==> src/core/rbc_pkg.sv <==
// Package of the register bit attribute cell library.
// Assumes one system clock, an active-low hardware reset and a synchronous software reset pulse.
package rbc_pkg;

    // ****************************************************************
    // Access attribute encodings
    // ****************************************************************
    typedef enum logic [3:0] {
        RBC_RW              = 4'h0,
        RBC_RO              = 4'h1,
        RBC_WO              = 4'h2,
        RBC_WRITE_ONE_CLEAR = 4'h3,
        RBC_WRITE_ANY_CLEAR = 4'h4,
        RBC_READ_CLEAR      = 4'h5,
        RBC_LATCH_LOW       = 4'h6,
        RBC_LATCH_HIGH      = 4'h7,
        RBC_SELF_CLEARING   = 4'h8,
        RBC_SELF_SETTING    = 4'h9,
        RBC_STICKY          = 4'hA,
        RBC_RESERVED        = 4'hB
    } rbc_attr_t;

    // ****************************************************************
    // Geometry and reset values
    // ****************************************************************
    localparam int RBC_WIDTH = 16;
    localparam logic [15:0] RBC_RESET_VALUE = 16'h0000;
    localparam logic [15:0] RBC_RESERVED_READ = 16'h0000;

endpackage

==> src/core/rbc_bit_cell.sv <==
// One register bit with a selectable access attribute.
// Assumes write, read and event inputs are synchronous to clk_i.
`timescale 1ns/1ns
`default_nettype none
module rbc_bit_cell
    import rbc_pkg::*;
#(
    parameter rbc_attr_t ATTR = RBC_RW,
    parameter logic RESET_VAL = 1'b0,
    parameter logic SOFT_RESET_IMMUNE = 1'b0
) (
    input wire logic clk_i,
    input wire logic reset_n_i,
    input wire logic soft_reset_i,
    input wire logic wr_i,
    input wire logic wdata_i,
    input wire logic rd_i,
    input wire logic hw_i,
    output logic value_o
);

    typedef struct packed {
        logic val;
    } rbc_cell_state_t;

    rbc_cell_state_t state_q;
    rbc_cell_state_t state_d;

    // ****************************************************************
    // Next value by attribute
    // ****************************************************************
    always_comb begin
        state_d = state_q;
        unique case (ATTR)
            RBC_RW, RBC_WO: begin
                if (wr_i) begin
                    state_d.val = wdata_i;
                end
            end
            RBC_RO: begin
                state_d.val = hw_i;
            end
            RBC_WRITE_ONE_CLEAR: begin
                if (wr_i && wdata_i) begin
                    state_d.val = 1'b0;
                end
                if (hw_i) begin
                    state_d.val = 1'b1;
                end
            end
            RBC_WRITE_ANY_CLEAR: begin
                if (wr_i) begin
                    state_d.val = 1'b0;
                end
                if (hw_i) begin
                    state_d.val = 1'b1;
                end
            end
            RBC_READ_CLEAR, RBC_LATCH_HIGH: begin
                // A read releases the latch, but a present condition holds it high.
                if (rd_i) begin
                    state_d.val = 1'b0;
                end
                if (hw_i) begin
                    state_d.val = 1'b1;
                end
            end
            RBC_LATCH_LOW: begin
                if (rd_i) begin
                    state_d.val = 1'b1;
                end
                if (!hw_i) begin
                    state_d.val = 1'b0;
                end
            end
            RBC_SELF_CLEARING: begin
                if (state_q.val) begin
                    state_d.val = 1'b0;
                end
                if (wr_i && wdata_i) begin
                    state_d.val = 1'b1;
                end
            end
            RBC_SELF_SETTING: begin
                if (!state_q.val) begin
                    state_d.val = 1'b1;
                end
                if (wr_i && !wdata_i) begin
                    state_d.val = 1'b0;
                end
            end
            RBC_STICKY: begin
                if (wr_i && !wdata_i && !hw_i) begin
                    state_d.val = 1'b0;
                end
                if (hw_i) begin
                    state_d.val = 1'b1;
                end
            end
            default: begin
                state_d.val = 1'b0;
            end
        endcase
        // Software reset overrides every other action in its cycle; immune bits simply hold.
        if (soft_reset_i) begin
            state_d.val = SOFT_RESET_IMMUNE ? state_q.val : RESET_VAL;
        end
    end

    always_ff @(posedge clk_i or negedge reset_n_i) begin
        if (!reset_n_i) begin
            state_q <= '{val: RESET_VAL};
        end else begin
            state_q <= state_d;
        end
    end

    assign value_o = state_q.val;

endmodule // rbc_bit_cell
`default_nettype wire

==> src/core/rbc_register.sv <==
// Summary of operation
// Read/write bits keep the last written value and return it on reads.
// Read-only bits ignore writes and follow only their hardware source.
// Write-only bits accept writes; reads return no defined value.
// Write-one-to-clear bits clear on a written one; zero leaves them.
// Write-anything-to-clear bits clear on any write and read back their value.
// Read-to-clear fields clear when read; writes do nothing.
// Latch-low and latch-high bits capture events until the register is read.
// Latch-high bits stay high until read, then follow the live condition.
// Self-clearing bits drop to zero alone after being set; zeros ignored.
// Self-setting bits return to one alone after being cleared; ones ignored.
// Sticky bits set on condition, cleared by writing zero once it ends.
// Soft-reset-immune bits keep value on software reset; only hardware reset clears.
// Software writes zeros to reserved fields and ignores their read value.
// Software does not access reserved register addresses.
// A hardware set in the same cycle as a clear wins.
//
// A 16-bit register whose bits each carry their own access attribute.
// Assumes the access strobes come from a management port on the same clock.
`timescale 1ns/1ns
`default_nettype none
module rbc_register
    import rbc_pkg::*;
#(
    parameter rbc_attr_t ATTR [RBC_WIDTH] = '{default: RBC_RW},
    parameter logic [15:0] RESET_VAL = RBC_RESET_VALUE,
    parameter logic [15:0] SOFT_RESET_IMMUNE = 16'h0000
) (
    input wire logic clk_i,
    input wire logic reset_n_i,
    input wire logic soft_reset_i,
    input wire logic wr_i,
    input wire logic [15:0] wdata_i,
    input wire logic rd_i,
    input wire logic [15:0] hw_i,
    output logic [15:0] rdata_o,
    output logic [15:0] value_o
);

    typedef struct packed {
        logic [15:0] rdata;
    } rbc_reg_state_t;

    rbc_reg_state_t state_q;
    rbc_reg_state_t state_d;
    logic [15:0] cell_val;

    // ****************************************************************
    // Read masking by attribute
    // ****************************************************************
    function automatic logic rbc_readable(input rbc_attr_t a);
        return (a != RBC_WO) && (a != RBC_RESERVED);
    endfunction

    // ****************************************************************
    // Bit cells
    // ****************************************************************
    for (genvar i = 0; i < RBC_WIDTH; i++) begin : g_bit
        rbc_bit_cell #(
            .ATTR(ATTR[i]),
            .RESET_VAL(RESET_VAL[i]),
            .SOFT_RESET_IMMUNE(SOFT_RESET_IMMUNE[i])
        ) u_cell (
            .clk_i(clk_i),
            .reset_n_i(reset_n_i),
            .soft_reset_i(soft_reset_i),
            .wr_i(wr_i),
            .wdata_i(wdata_i[i]),
            .rd_i(rd_i),
            .hw_i(hw_i[i]),
            .value_o(cell_val[i])
        );
    end

    // ****************************************************************
    // Read data register
    // ****************************************************************
    always_comb begin
        state_d = state_q;
        if (rd_i) begin
            for (int j = 0; j < RBC_WIDTH; j++) begin
                // Write-only and reserved bits read as a fixed value.
                state_d.rdata[j] = rbc_readable(ATTR[j]) ? cell_val[j] : RBC_RESERVED_READ[j];
            end
        end
    end

    always_ff @(posedge clk_i or negedge reset_n_i) begin
        if (!reset_n_i) begin
            state_q <= '{rdata: RBC_RESET_VALUE};
        end else begin
            state_q <= state_d;
        end
    end

    assign rdata_o = state_q.rdata;
    assign value_o = cell_val;

endmodule // rbc_register
`default_nettype wire

==> config.mk <==
export PLATFORM = sky130hd
export DESIGN_NAME = rbc_register
export DESIGN_NICKNAME = d
export VERILOG_FILES = /design/src/core/rbc_pkg.sv /design/src/core/rbc_bit_cell.sv /design/src/core/rbc_register.sv
export SDC_FILE = /design/constraint.sdc
export NUM_CORES = 1
export LEC_CHECK = 0
export ABC_AREA = 1
export BUFFER_PORTS_ARGS = -buffer_cell sky130_fd_sc_hd__buf_2
export CAP_MARGIN = 30
export CORE_UTILIZATION = 25
export DETAILED_ROUTE_END_ITERATION = 7
export GPL_TIMING_DRIVEN = 0
export PLACE_DENSITY = 0.57
export SETUP_SLACK_MARGIN = 0.2
export SKIP_CTS_REPAIR_TIMING = 1
export SYNTH_ARGS = -nofsm -noshare
export SYNTH_HDL_FRONTEND = slang
export SYNTH_SLANG_ARGS = --single-unit
export TNS_END_PERCENT = 30
==> constraint.sdc <==
create_clock -name clk_i -period 1.6 [get_ports clk_i]
set_clock_uncertainty 0.05 [all_clocks]
set_input_delay 0.32 -clock clk_i [delete_from_list [all_inputs] [get_ports clk_i]]
set_output_delay 0.32 -clock clk_i [all_outputs]
set_load 0.02 [all_outputs]
# Yosys cells after proc, flatten, opt, wreduce, memory -nomap -nowiden
# Cells that the tools add are included.
[classes]
mux = 32
reduce_logical = 1
[ops]
columns = ["op", "count"]
rows = [
  ["$mux 1", 32],
  ["$reduce_bool 2->1", 1],
]
[word_totals]
out_inout_bits = 32
elab_cells = 50
input_bits = 37
register_bits = 32

# Longest topological paths before layout
# Gate-level depths: netlist of run 1.
[depth]
depth_word = 2
ltp_mapped = 5
ltp_nobuf = 3

# Modules after synthesis
# From an unflattened synthesis of run 1, not the netlist that was laid out.
[hier_totals]
hier_cells = 164
hier_area_um2 = 1365.1
[modules_own_cells]
columns = ["mod", "area_per_inst_um2", "n_inst", "cells_per_inst", "seq_area_each_um2"]
rows = [
  ["rbc_bit_cell", 45.0, 16, 6, 25.0],
  ["rbc_register", 644.4, 1, 68, 400.4],
]

# Least setup slack after synthesis of run 1
# No wires, ideal clock.
[synth_path]
path_kind = "input port to flip-flop"
start = "input wr_i"
end = "register g_bit[0].u_cell.state_q"
cell_stages = 5
n_path_buf = 2
required_ps = 1485
slack_ps = 692
arrival_time_ps = 793
setup_ps = 65
path_cell_list = "buf_6 nor2_4 buf_6 nand2_1 nand2_1"
[synth_via]
elab_chain_len = 1
[synth_lines]
columns = ["item", "line", "rtl"]
rows = [
  ["start: declaration", "rbc_register.sv:32", "input wire logic wr_i,"],
  ["$reduce_bool 2->1 (no line)", "--", ""],
  ["end signal: assignment", "rbc_bit_cell.sv:112", "state_q <= '{val: RESET_VAL};"],
  ["end signal: assignment", "rbc_bit_cell.sv:114", "state_q <= state_d;"],
  ["end: declaration", "rbc_bit_cell.sv:26", "rbc_cell_state_t state_q;"],
]
# Every way passes these cells.
# A chain may end at the register's enable or synchronous reset.

# Worst setup path after layout of run 1
[layout_path]
start = "register g_bit[5].u_cell.state_q"
end = "output value_o[5]"
[layout_lines]
columns = ["item", "line", "rtl"]
rows = [
  ["start: declaration", "rbc_bit_cell.sv:26", ""],
  ["start signal: assignment", "rbc_bit_cell.sv:112", ""],
  ["start signal: assignment", "rbc_bit_cell.sv:114", ""],
  ["end: declaration", "rbc_register.sv:37", "output logic [15:0] value_o"],
]
# No word-level cell between the ends.

==> results.yml, run 1 <==
cts:
  clkSlewWorstSetupHoldPaths_ns: 0.06
  insertion_delay_ns: 0.28
  clock_sinks: 32
  tritoncts: "done"
  number_of_buffers_created_by_cts: 5
  clock_tree.buffer_depth: 2
  root_buffer: "sky130_fd_sc_hd__clkbuf_8"
  clock_tree.htree_level_count: 2
setup_path:
  start_kind: "flop"
  path_max_fanout: 3
  timing.setup.critical_path_class: "flop to output port"
  critical_path.reg2reg.startpoint: "g_bit[5].u_cell.value_o$_DFFE_PN0P_"
  timing.critical_path.to_type: "output port"
  required_ns: 1.23
  timing.critical_path.arrival_ns: 0.96
  timing.rr.end: "rdata_o[5]$_DFFE_PN0P_"
  worst_r2r_path_depth: 2
  ff2ff_setup_slack_ns: 0.89
routing:
  first_pass_iters: 4
  drtAntennaViolNets: 0
  finalWirelength_um: 3154
  vias: 1102
  routed_via_density: 3.908
  drt-initial-drc-count: 54
  wl_per_cell_um: 11.18
  drc: 0
yosys:
  syn_area_per_cell_um2: 9.061
  synth.most_common_cell: "sky130_fd_sc_hd__nand2_1"
  synth_commonest_cells: "sky130_fd_sc_hd__nand2_1 (48), sky130_fd_sc_hd__dfrtp_1 (32), sky130_fd_sc_hd__buf_4 (17)"
  synthesis.nets: 190
  synth_enable_flop_cells: 0
  synth_top_cell_area_share: 0.5776
  syn_area_mm2: 0.001386
  yosys_register_bits: 32
  asyncSetResetFlopFracSynth: 1.000
  unique_cell_type_count_in_the_yosys_netlist: 11
  ys.warnings.count: 0
  synthTopCellsByArea: "sky130_fd_sc_hd__dfrtp_1 (58%), sky130_fd_sc_hd__nand2_1 (13%), sky130_fd_sc_hd__buf_4 (9.2%), sky130_fd_sc_hd__nand3_1 (5.8%), sky130_fd_sc_hd__o21ai_0 (5.8%)"
  synth_seq_area_share: 0.5776
  synth_flop_cell: "sky130_fd_sc_hd__dfrtp_1"
  syn_inst: 153
  synth_top_cell_by_area: "sky130_fd_sc_hd__dfrtp_1"
floorplanning:
  floorplan.io_pins: 69
  rows: 26
  core_region_area_mm2: 0.005238
  start_util: 0.2647
  dieArea_mm2: 0.005847
  die_width_um: 76.47
  dieHeight_um: 76.47
global_routing:
  gr-usage-all-layers: 0.1196
  antenna_found_initial: 0
  grt_first_pass_wirelength_um: 5319
  first_global_vias: 1077
  grt-ovfl-total: 0
  largest_net_degree_at_the_start_of_global_routing: 33
final_layout:
  final_cell_count_no_fill: 282
  layout.core_utilization: 0.3473
  layout.cell_area.non_filler_mm2: 0.001819
  ant_cells: 0
  nNetsFinal: 248
  nFillCells: 578
  layout-drive-gt1-share: 0.3868
  area_delta_synth_final_pct: 31.23
power_and_ir_drop:
  netSwitchingFraction: 0.2689
  netSwitchingPower_mw: 0.4880
  comb_power_share: 0.159
  vdd_ir_drop_max_mv: 0.2445
  power_leakage_nw: 1.033
  power_per_cell_area_mw_per_mm2: 997.5
  power.share.sequential: 0.493
  pwr-share-clk: 0.348
  cell_internal_pwr_mw: 1.327
  power_mw: 1.815
placed_design:
  dpl.hpwl_um: 2253
  placed_cell_area_mm2: 0.001729
  numPortBuffers: 51
  instance_count_after_placement_with_tap_cells_included: 274
  dp_slack_ns: 0.5002
  routabilityCongestion: 0.7401
job:
  max-cap-violations: 0
sta:
  setup_viol_count_final: 0
  relSlewSlack: 0.5207
  setup-tns-final_ns: 0
  finalCritPeriodShare: 0.8334
  fmaxAchievable_mhz: 749.9
  max_slew_violation_count: 0
  grt_setup_unrepaired: "false"
  worst_slack_ns: 0.2665
  timing_hold_violations_final: 0
  fin_crit_ns: 1.333
  final.hold.worst_slack_ns: 0.04010
  timing_worst_slew_pin_value_ns: 0.7190
min_path:
  hold_path.class: "primary input to async pin"
status:
  status: "finished clean"
-- cell families after synthesis --
kind of cell | Yosys count | share of synthesized area
AND/OR/NAND/NOR | 65 | 0.1958
AO/OA/AOI/OAI | 16 | 0.05776
flip-flops | 32 | 0.5776
buffers and inverters | 40 | 0.1688
-- worst max path at each step --
stage,start,to,slack (ns),cells past startpoint
floorplan,wr_i,g_bit[0].u_cell.value_o$_DFFE_PN0P_,0.69,5
global placement,soft_reset_i,g_bit[10].u_cell.value_o$_DFFE_PN0P_,0.51,5
detailed placement,soft_reset_i,g_bit[10].u_cell.value_o$_DFFE_PN0P_,0.50,5
CTS,g_bit[15].u_cell.value_o$_DFFE_PN0P_,value_o[15],0.24,2
global route,g_bit[15].u_cell.value_o$_DFFE_PN0P_,value_o[15],0.21,2
finish,g_bit[5].u_cell.value_o$_DFFE_PN0P_,value_o[5],0.27,2
-- critical path, cell delays in order, from the launching register on --
cell and delay [ns]:
sky130_fd_sc_hd__dfrtp_1 0.40, sky130_fd_sc_hd__buf_4 0.14, sky130_fd_sc_hd__buf_2 0.15
-- placed cells by master (no fill, tap or decap), drive strengths merged --
cell type   n
nand2      48
o21ai      16
inv        17
nor2        1
buf        73
dfrtp      32
clkbuf      9
nand3      16
-- power groups by stage --
stage | clock [mW] | sequential [mW] | combinational, mW
after floorplan | 0 | 0.945 | 0.138
after global placement | 0 | 0.911 | 0.292
after detailed placement | 0 | 0.911 | 0.295
after CTS | 0.654 | 0.896 | 0.296
after global routing | 0.691 | 0.904 | 0.319
final | 0.631 | 0.895 | 0.289
-- registers in the layout (all words and copies together) (netlist names) --
signal,cells
g_bit.u_cell.value_o,16
rdata_o,16
-- final cells by class --
class / count / area (µm²) / area share
flip-flops and latches: 32 / 800.8 / 0.4402
plain buffers: 23 / 170.2 / 0.09354
repair buffers: 51 / 255.2 / 0.1403
multi-input cells: 81 / 351.6 / 0.1933
inverters: 17 / 63.81 / 0.03508
clock buffers: 8 / 90.09 / 0.04952
well taps: 70 / 87.58 / 0.04814
-- per-layer routing --
layer,part of all wire,global-route usage,up-vias
li1,-,-,570
met2,0.49,0.1937,26
met1,0.44,0.1407,499
met3,0.047,0.03832,7
met5,0,0,-
met4,0.022,0.06346,0
(Power assumes the default switching activity.)
==> inputs of run 2 (changes only) <==
- clock period: 1.6 -> 1.35 ns (I/O delays scaled with it)
==> run 2 against run 1 <==
Effect of this change:
- the run now ends with hold timing left
- critical path depth is the same
- global-route usage stayed put
- die area unchanged
- largest power group unchanged
- cell count up 5.0%
- sequential power grew 18%
- register-to-register slack worse by 0.39 ns
- via count rose by 4.2%
- critical endpoint is now value_o[8]
- final area is 11% higher
- sequential cell count is the same
==> results.yml, run 2 (synthesis results as in run 1) <==
routing:
  vias: 1148
  drtAntennaViolNets: 0
  first_pass_iters: 4
  drt-initial-drc-count: 53
  wl_per_cell_um: 11.08
  routed_via_density: 3.878
  finalWirelength_um: 3281
  drc: 0
global_routing:
  largest_net_degree_at_the_start_of_global_routing: 33
  grt_first_pass_wirelength_um: 5319
  gr-usage-all-layers: 0.1196
  first_global_vias: 1077
  grt-ovfl-total: 0
  antenna_found_initial: 0
setup_path:
  timing.setup.critical_path_class: "flop to output port"
  start_kind: "flop"
  critical_path.reg2reg.startpoint: "g_bit[6].u_cell.value_o$_DFFE_PN0P_"
  ff2ff_setup_slack_ns: 0.50
  timing.critical_path.arrival_ns: 0.95
  timing.critical_path.to_type: "output port"
  setup.worst_path.start: "g_bit[8].u_cell.value_o$_DFFE_PN0P_"
  path_max_fanout: 3
  cp_slowest_stage_delay_ns: 0.39
  timing.critical_path.buf_inv: 2
  worst_r2r_path_depth: 3
  required_ns: 1.03
  timing.rr.end: "rdata_o[6]$_DFFE_PN0P_"
  kind_of_cell_with_the_highest_combined_delay_on_the_critical_path: "flip-flops"
  critPathCapture: "value_o[8]"
  cp_num_cells: 2
  critical_path.slowest_cell: "sky130_fd_sc_hd__dfrtp_1"
  crit_chain: "buf_4 > buf_2"
power_and_ir_drop:
  power_per_cell_area_mw_per_mm2: 1102
  power_leakage_nw: 1.124
  vdd_ir_drop_max_mv: 0.3427
final_layout:
  layout-drive-gt1-share: 0.4248
  layout.core_utilization: 0.3858
  multi_input_comb_area_um2: 351.6
  layout.cells.most_common_list: "sky130_fd_sc_hd__nand2_1 (48), sky130_fd_sc_hd__buf_2 (44), sky130_fd_sc_hd__dfrtp_1 (32), sky130_fd_sc_hd__buf_4 (22), sky130_fd_sc_hd__buf_6 (21)"
  ant_cells: 0
  nFillCells: 569
  final-seq-area_um2: 800.8
  nNetsFinal: 262
  layout.cell_area.non_filler_mm2: 0.002021
  layout_commonest_cell: "sky130_fd_sc_hd__nand2_1"
  area_delta_synth_final_pct: 45.76
cts:
  clock_tree.htree_level_count: 2
  clkSlewWorstSetupHoldPaths_ns: 0.07
  clock_tree.buffer_depth: 2
  clock_sinks: 32
  number_of_buffers_created_by_cts: 5
  insertion_delay_ns: 0.28
  root_buffer: "sky130_fd_sc_hd__clkbuf_8"
  tritoncts: "done"
floorplanning:
  die_width_um: 76.47
  floorplan.io_pins: 69
  rows: 26
  start_util: 0.2647
  core_region_area_mm2: 0.005238
  dieHeight_um: 76.47
  dieArea_mm2: 0.005847
sta:
  final.hold.worst_slack_ns: -0.007940
  max_slew_violation_count: 0
  timing_worst_slew_pin_value_ns: 0.7311
  relSlewSlack: 0.5126
  worst_slack_ns: 0.07622
  fin_crit_ns: 1.274
  finalCritPeriodShare: 0.9435
  setup_viol_count_final: 0
  setup-tns-final_ns: 0
  grt_setup_unrepaired: "true"
  fmaxAchievable_mhz: 785.1
  timing_hold_violations_final: 8
status:
  status: "complete, but fails checks"
  violations: "hold timing"
placed_design:
  placed_cell_area_mm2: 0.001729
  dpl.hpwl_um: 2253
  routabilityCongestion: 0.7401
  dp_slack_ns: 0.3002
  numPortBuffers: 51
min_path:
  hold_path.class: "primary input to async pin"
job:
  max-cap-violations: 0
## run 2: cell types whose count changed in the layout (fill, tap and decap cells not counted)
cell	delta
sky130_fd_sc_hd__buf_6	+19
sky130_fd_sc_hd__buf_2	-10
sky130_fd_sc_hd__buf_4	+5
## run 2: worst reg2reg max path, cell delays in order, from the launching register on
cell and delay, ns:
sky130_fd_sc_hd__dfrtp_1 0.41, sky130_fd_sc_hd__buf_4 0.14, sky130_fd_sc_hd__nand2_1 0.05, sky130_fd_sc_hd__o21ai_0 0.07
## run 2: metal layers
| metal | global-route usage | up-vias | wire (µm) |
|---|---|---|---|
| met4 | 0.06346 | 0 | 70 |
| met2 | 0.1937 | 23 | 1667 |
| li1 | - | 599 | - |
| met1 | 0.1407 | 521 | 1409 |
| met5 | 0 | - | 0 |
| met3 | 0.03832 | 5 | 134 |
## run 2: how the worst min path moves through the flow
stage,to,slack (ns),startpoint
after floorplan,g_bit[0].u_cell.value_o$_DFFE_PN0P_,-0.08,reset_n_i
after global placement,g_bit[8].u_cell.value_o$_DFFE_PN0P_,0.32,reset_n_i
after detailed placement,rdata_o[8]$_DFFE_PN0P_,0.33,reset_n_i
after CTS,rdata_o[8]$_DFFE_PN0P_,0.02,reset_n_i
after global routing,rdata_o[8]$_DFFE_PN0P_,0.06,reset_n_i
final,rdata_o[8]$_DFFE_PN0P_,-0.008,reset_n_i
## run 2: final cells by class
type                       instances  area share
inverter                          17     0.03158
multi-input combinational         81      0.1740
tap                               70     0.04334
sequential                        32      0.3963
timing repair buffer              65      0.2093
buffer                            23      0.1009
clock buffer                       8     0.04458
## run 2: report_power, final
| group | internal [mW] | total [mW] | switching, mW | leakage [nW] |
|---|---|---|---|---|
| clock network | 0.415 | 0.754 | 0.338 | 0.0455 |
| registers | 1.02 | 1.06 | 0.0396 | 0.426 |
| logic | 0.191 | 0.411 | 0.220 | 0.653 |
## run 2: per-stage QoR
stage | power (mW) | instances | hold slack, ns
4_1_cts | 2.188 | 282 | 0.01895
2_1_floorplan | 1.284 | 153 | -0.07559
6_report | 2.226 | 296 | -0.007940
5_1_grt | 2.334 | 296 | 0.05720
3_5_place_dp | 1.430 | 274 | 0.3253
3_3_place_gp | 1.425 | 274 | 0.3247
==> inputs of run 3 (changes only) <==
- CTS_BUF_LIST: default -> sky130_fd_sc_hd__clkbuf_2 sky130_fd_sc_hd__clkbuf_4 sky130_fd_sc_hd__clkbuf_8
==> run 3 against run 2 <==
Effect of this change:
- the run still ends with hold timing left
- combinational power is essentially flat
- sequential power is essentially flat
- sequential share of layout area shrank 0.12 points
- first-iteration DRC count shrank 3.8%
- total power grew 1.7%
- critical endpoint is now value_o[10]
- highest routed layer unchanged
==> results.yml, run 3 (synthesis results as in run 1) <==
power_and_ir_drop:
  power_mw: 2.264
  vdd_ir_drop_max_mv: 0.2987
  power_leakage_nw: 1.127
  power_per_cell_area_mw_per_mm2: 1117
setup_path:
  timing.critical_path.to_type: "output port"
  critical_path.slowest_cell: "sky130_fd_sc_hd__dfrtp_1"
  cp_slowest_stage_delay_ns: 0.39
  path_max_fanout: 3
  timing.setup.critical_path_class: "flop to output port"
  timing.critical_path.arrival_ns: 0.95
  timing.rr.end: "rdata_o[5]$_DFFE_PN0P_"
  crit_chain: "buf_4 > buf_2"
  timing.critical_path.buf_inv: 2
  worst_r2r_path_depth: 3
  ff2ff_setup_slack_ns: 0.51
  required_ns: 1.03
  critical_path.reg2reg.startpoint: "g_bit[5].u_cell.value_o$_DFFE_PN0P_"
  start_kind: "flop"
  kind_of_cell_with_the_highest_combined_delay_on_the_critical_path: "flip-flops"
cts:
  clock_tree.htree_level_count: 2
  root_buffer: "sky130_fd_sc_hd__clkbuf_8"
  number_of_buffers_created_by_cts: 5
  clock_sinks: 32
  tritoncts: "done"
  clkSlewWorstSetupHoldPaths_ns: 0.06
  insertion_delay_ns: 0.28
  clock_tree.buffer_depth: 2
final_layout:
  layout_commonest_cell: "sky130_fd_sc_hd__nand2_1"
  nFillCells: 567
  final-seq-area_um2: 800.8
  multi_input_comb_area_um2: 351.6
  layout-drive-gt1-share: 0.4311
  ant_cells: 0
  layout.core_utilization: 0.3870
  layout.cell_area.non_filler_mm2: 0.002027
  area_delta_synth_final_pct: 46.21
  final_cell_count_no_fill: 295
  nNetsFinal: 261
  layout.cells.most_common_list: "sky130_fd_sc_hd__nand2_1 (48), sky130_fd_sc_hd__buf_2 (43), sky130_fd_sc_hd__dfrtp_1 (32), sky130_fd_sc_hd__buf_6 (22), sky130_fd_sc_hd__buf_4 (21)"
global_routing:
  antenna_found_initial: 0
  largest_net_degree_at_the_start_of_global_routing: 33
  gr-usage-all-layers: 0.1194
  grt-ovfl-total: 0
  first_global_vias: 1078
  grt_first_pass_wirelength_um: 5306
status:
  violations: "hold timing"
  status: "complete, but fails checks"
floorplanning:
  floorplan.io_pins: 69
  die_width_um: 76.47
  dieArea_mm2: 0.005847
  start_util: 0.2647
  core_region_area_mm2: 0.005238
  rows: 26
  dieHeight_um: 76.47
sta:
  setup-tns-final_ns: 0
  timing_hold_violations_final: 11
  relSlewSlack: 0.5121
  grt_setup_unrepaired: "true"
  finalCritPeriodShare: 0.9426
  timing_worst_slew_pin_value_ns: 0.7319
  worst_slack_ns: 0.07748
  fin_crit_ns: 1.273
  setup_viol_count_final: 0
  final.hold.worst_slack_ns: -0.004653
  fmaxAchievable_mhz: 785.8
  max_slew_violation_count: 0
placed_design:
  placed_cell_area_mm2: 0.001729
  numPortBuffers: 51
  instance_count_after_placement_with_tap_cells_included: 274
  dpl.hpwl_um: 2253
  routabilityCongestion: 0.7401
  dp_slack_ns: 0.3002
routing:
  wl_per_cell_um: 11.02
  drc: 0
  vias: 1164
  drtAntennaViolNets: 0
  finalWirelength_um: 3250
  routed_via_density: 3.946
  first_pass_iters: 4
  drt-initial-drc-count: 51
min_path:
  hold_path.class: "primary input to async pin"
job:
  max-cap-violations: 0
-- run 3: changes by cell type in the layout (fill, tap and decap cells not counted) --
cell	before	now
sky130_fd_sc_hd__clkbuf_4	0	2
sky130_fd_sc_hd__buf_2	44	43
sky130_fd_sc_hd__buf_6	21	22
sky130_fd_sc_hd__clkbuf_1	2	0
sky130_fd_sc_hd__buf_4	22	21
-- run 3: worst max-delay path by stage --
stage | startpoint | to | slack (ns) | depth (start not counted)
floorplan | wr_i | g_bit[0].u_cell.value_o$_DFFE_PN0P_ | 0.49 | 5
global placement | soft_reset_i | g_bit[10].u_cell.value_o$_DFFE_PN0P_ | 0.31 | 5
detailed placement | soft_reset_i | g_bit[10].u_cell.value_o$_DFFE_PN0P_ | 0.30 | 5
CTS | g_bit[15].u_cell.value_o$_DFFE_PN0P_ | value_o[15] | 0.04 | 2
global route | g_bit[15].u_cell.value_o$_DFFE_PN0P_ | value_o[15] | 0.04 | 2
finish | g_bit[10].u_cell.value_o$_DFFE_PN0P_ | value_o[10] | 0.08 | 2
-- run 3: final cells by class --
class / count / share of cell area
sequential: 32 / 0.3951
timing repair buffer: 64 / 0.2080
multi-input combinational: 81 / 0.1735
buffer: 23 / 0.1006
clock buffer: 8 / 0.04815
tap: 70 / 0.04321
inverter: 17 / 0.03148
-- run 3: worst register-to-register path, stage by stage (launching register included) --
cell	delay (ns)
sky130_fd_sc_hd__dfrtp_1	0.41
sky130_fd_sc_hd__buf_4	0.14
sky130_fd_sc_hd__nand2_1	0.05
sky130_fd_sc_hd__o21ai_0	0.07
-- run 3: routing by layer --
layer	GRT usage	share of wire
met1	0.1400	0.43
met2	0.1937	0.50
met3	0.03832	0.046
met4	0.06346	0.021
met5	0	0
-- run 3: where the power goes --
group          internal [mW]  switching, mW
clock network          0.456          0.336
logic                  0.191          0.220
registers               1.02         0.0393
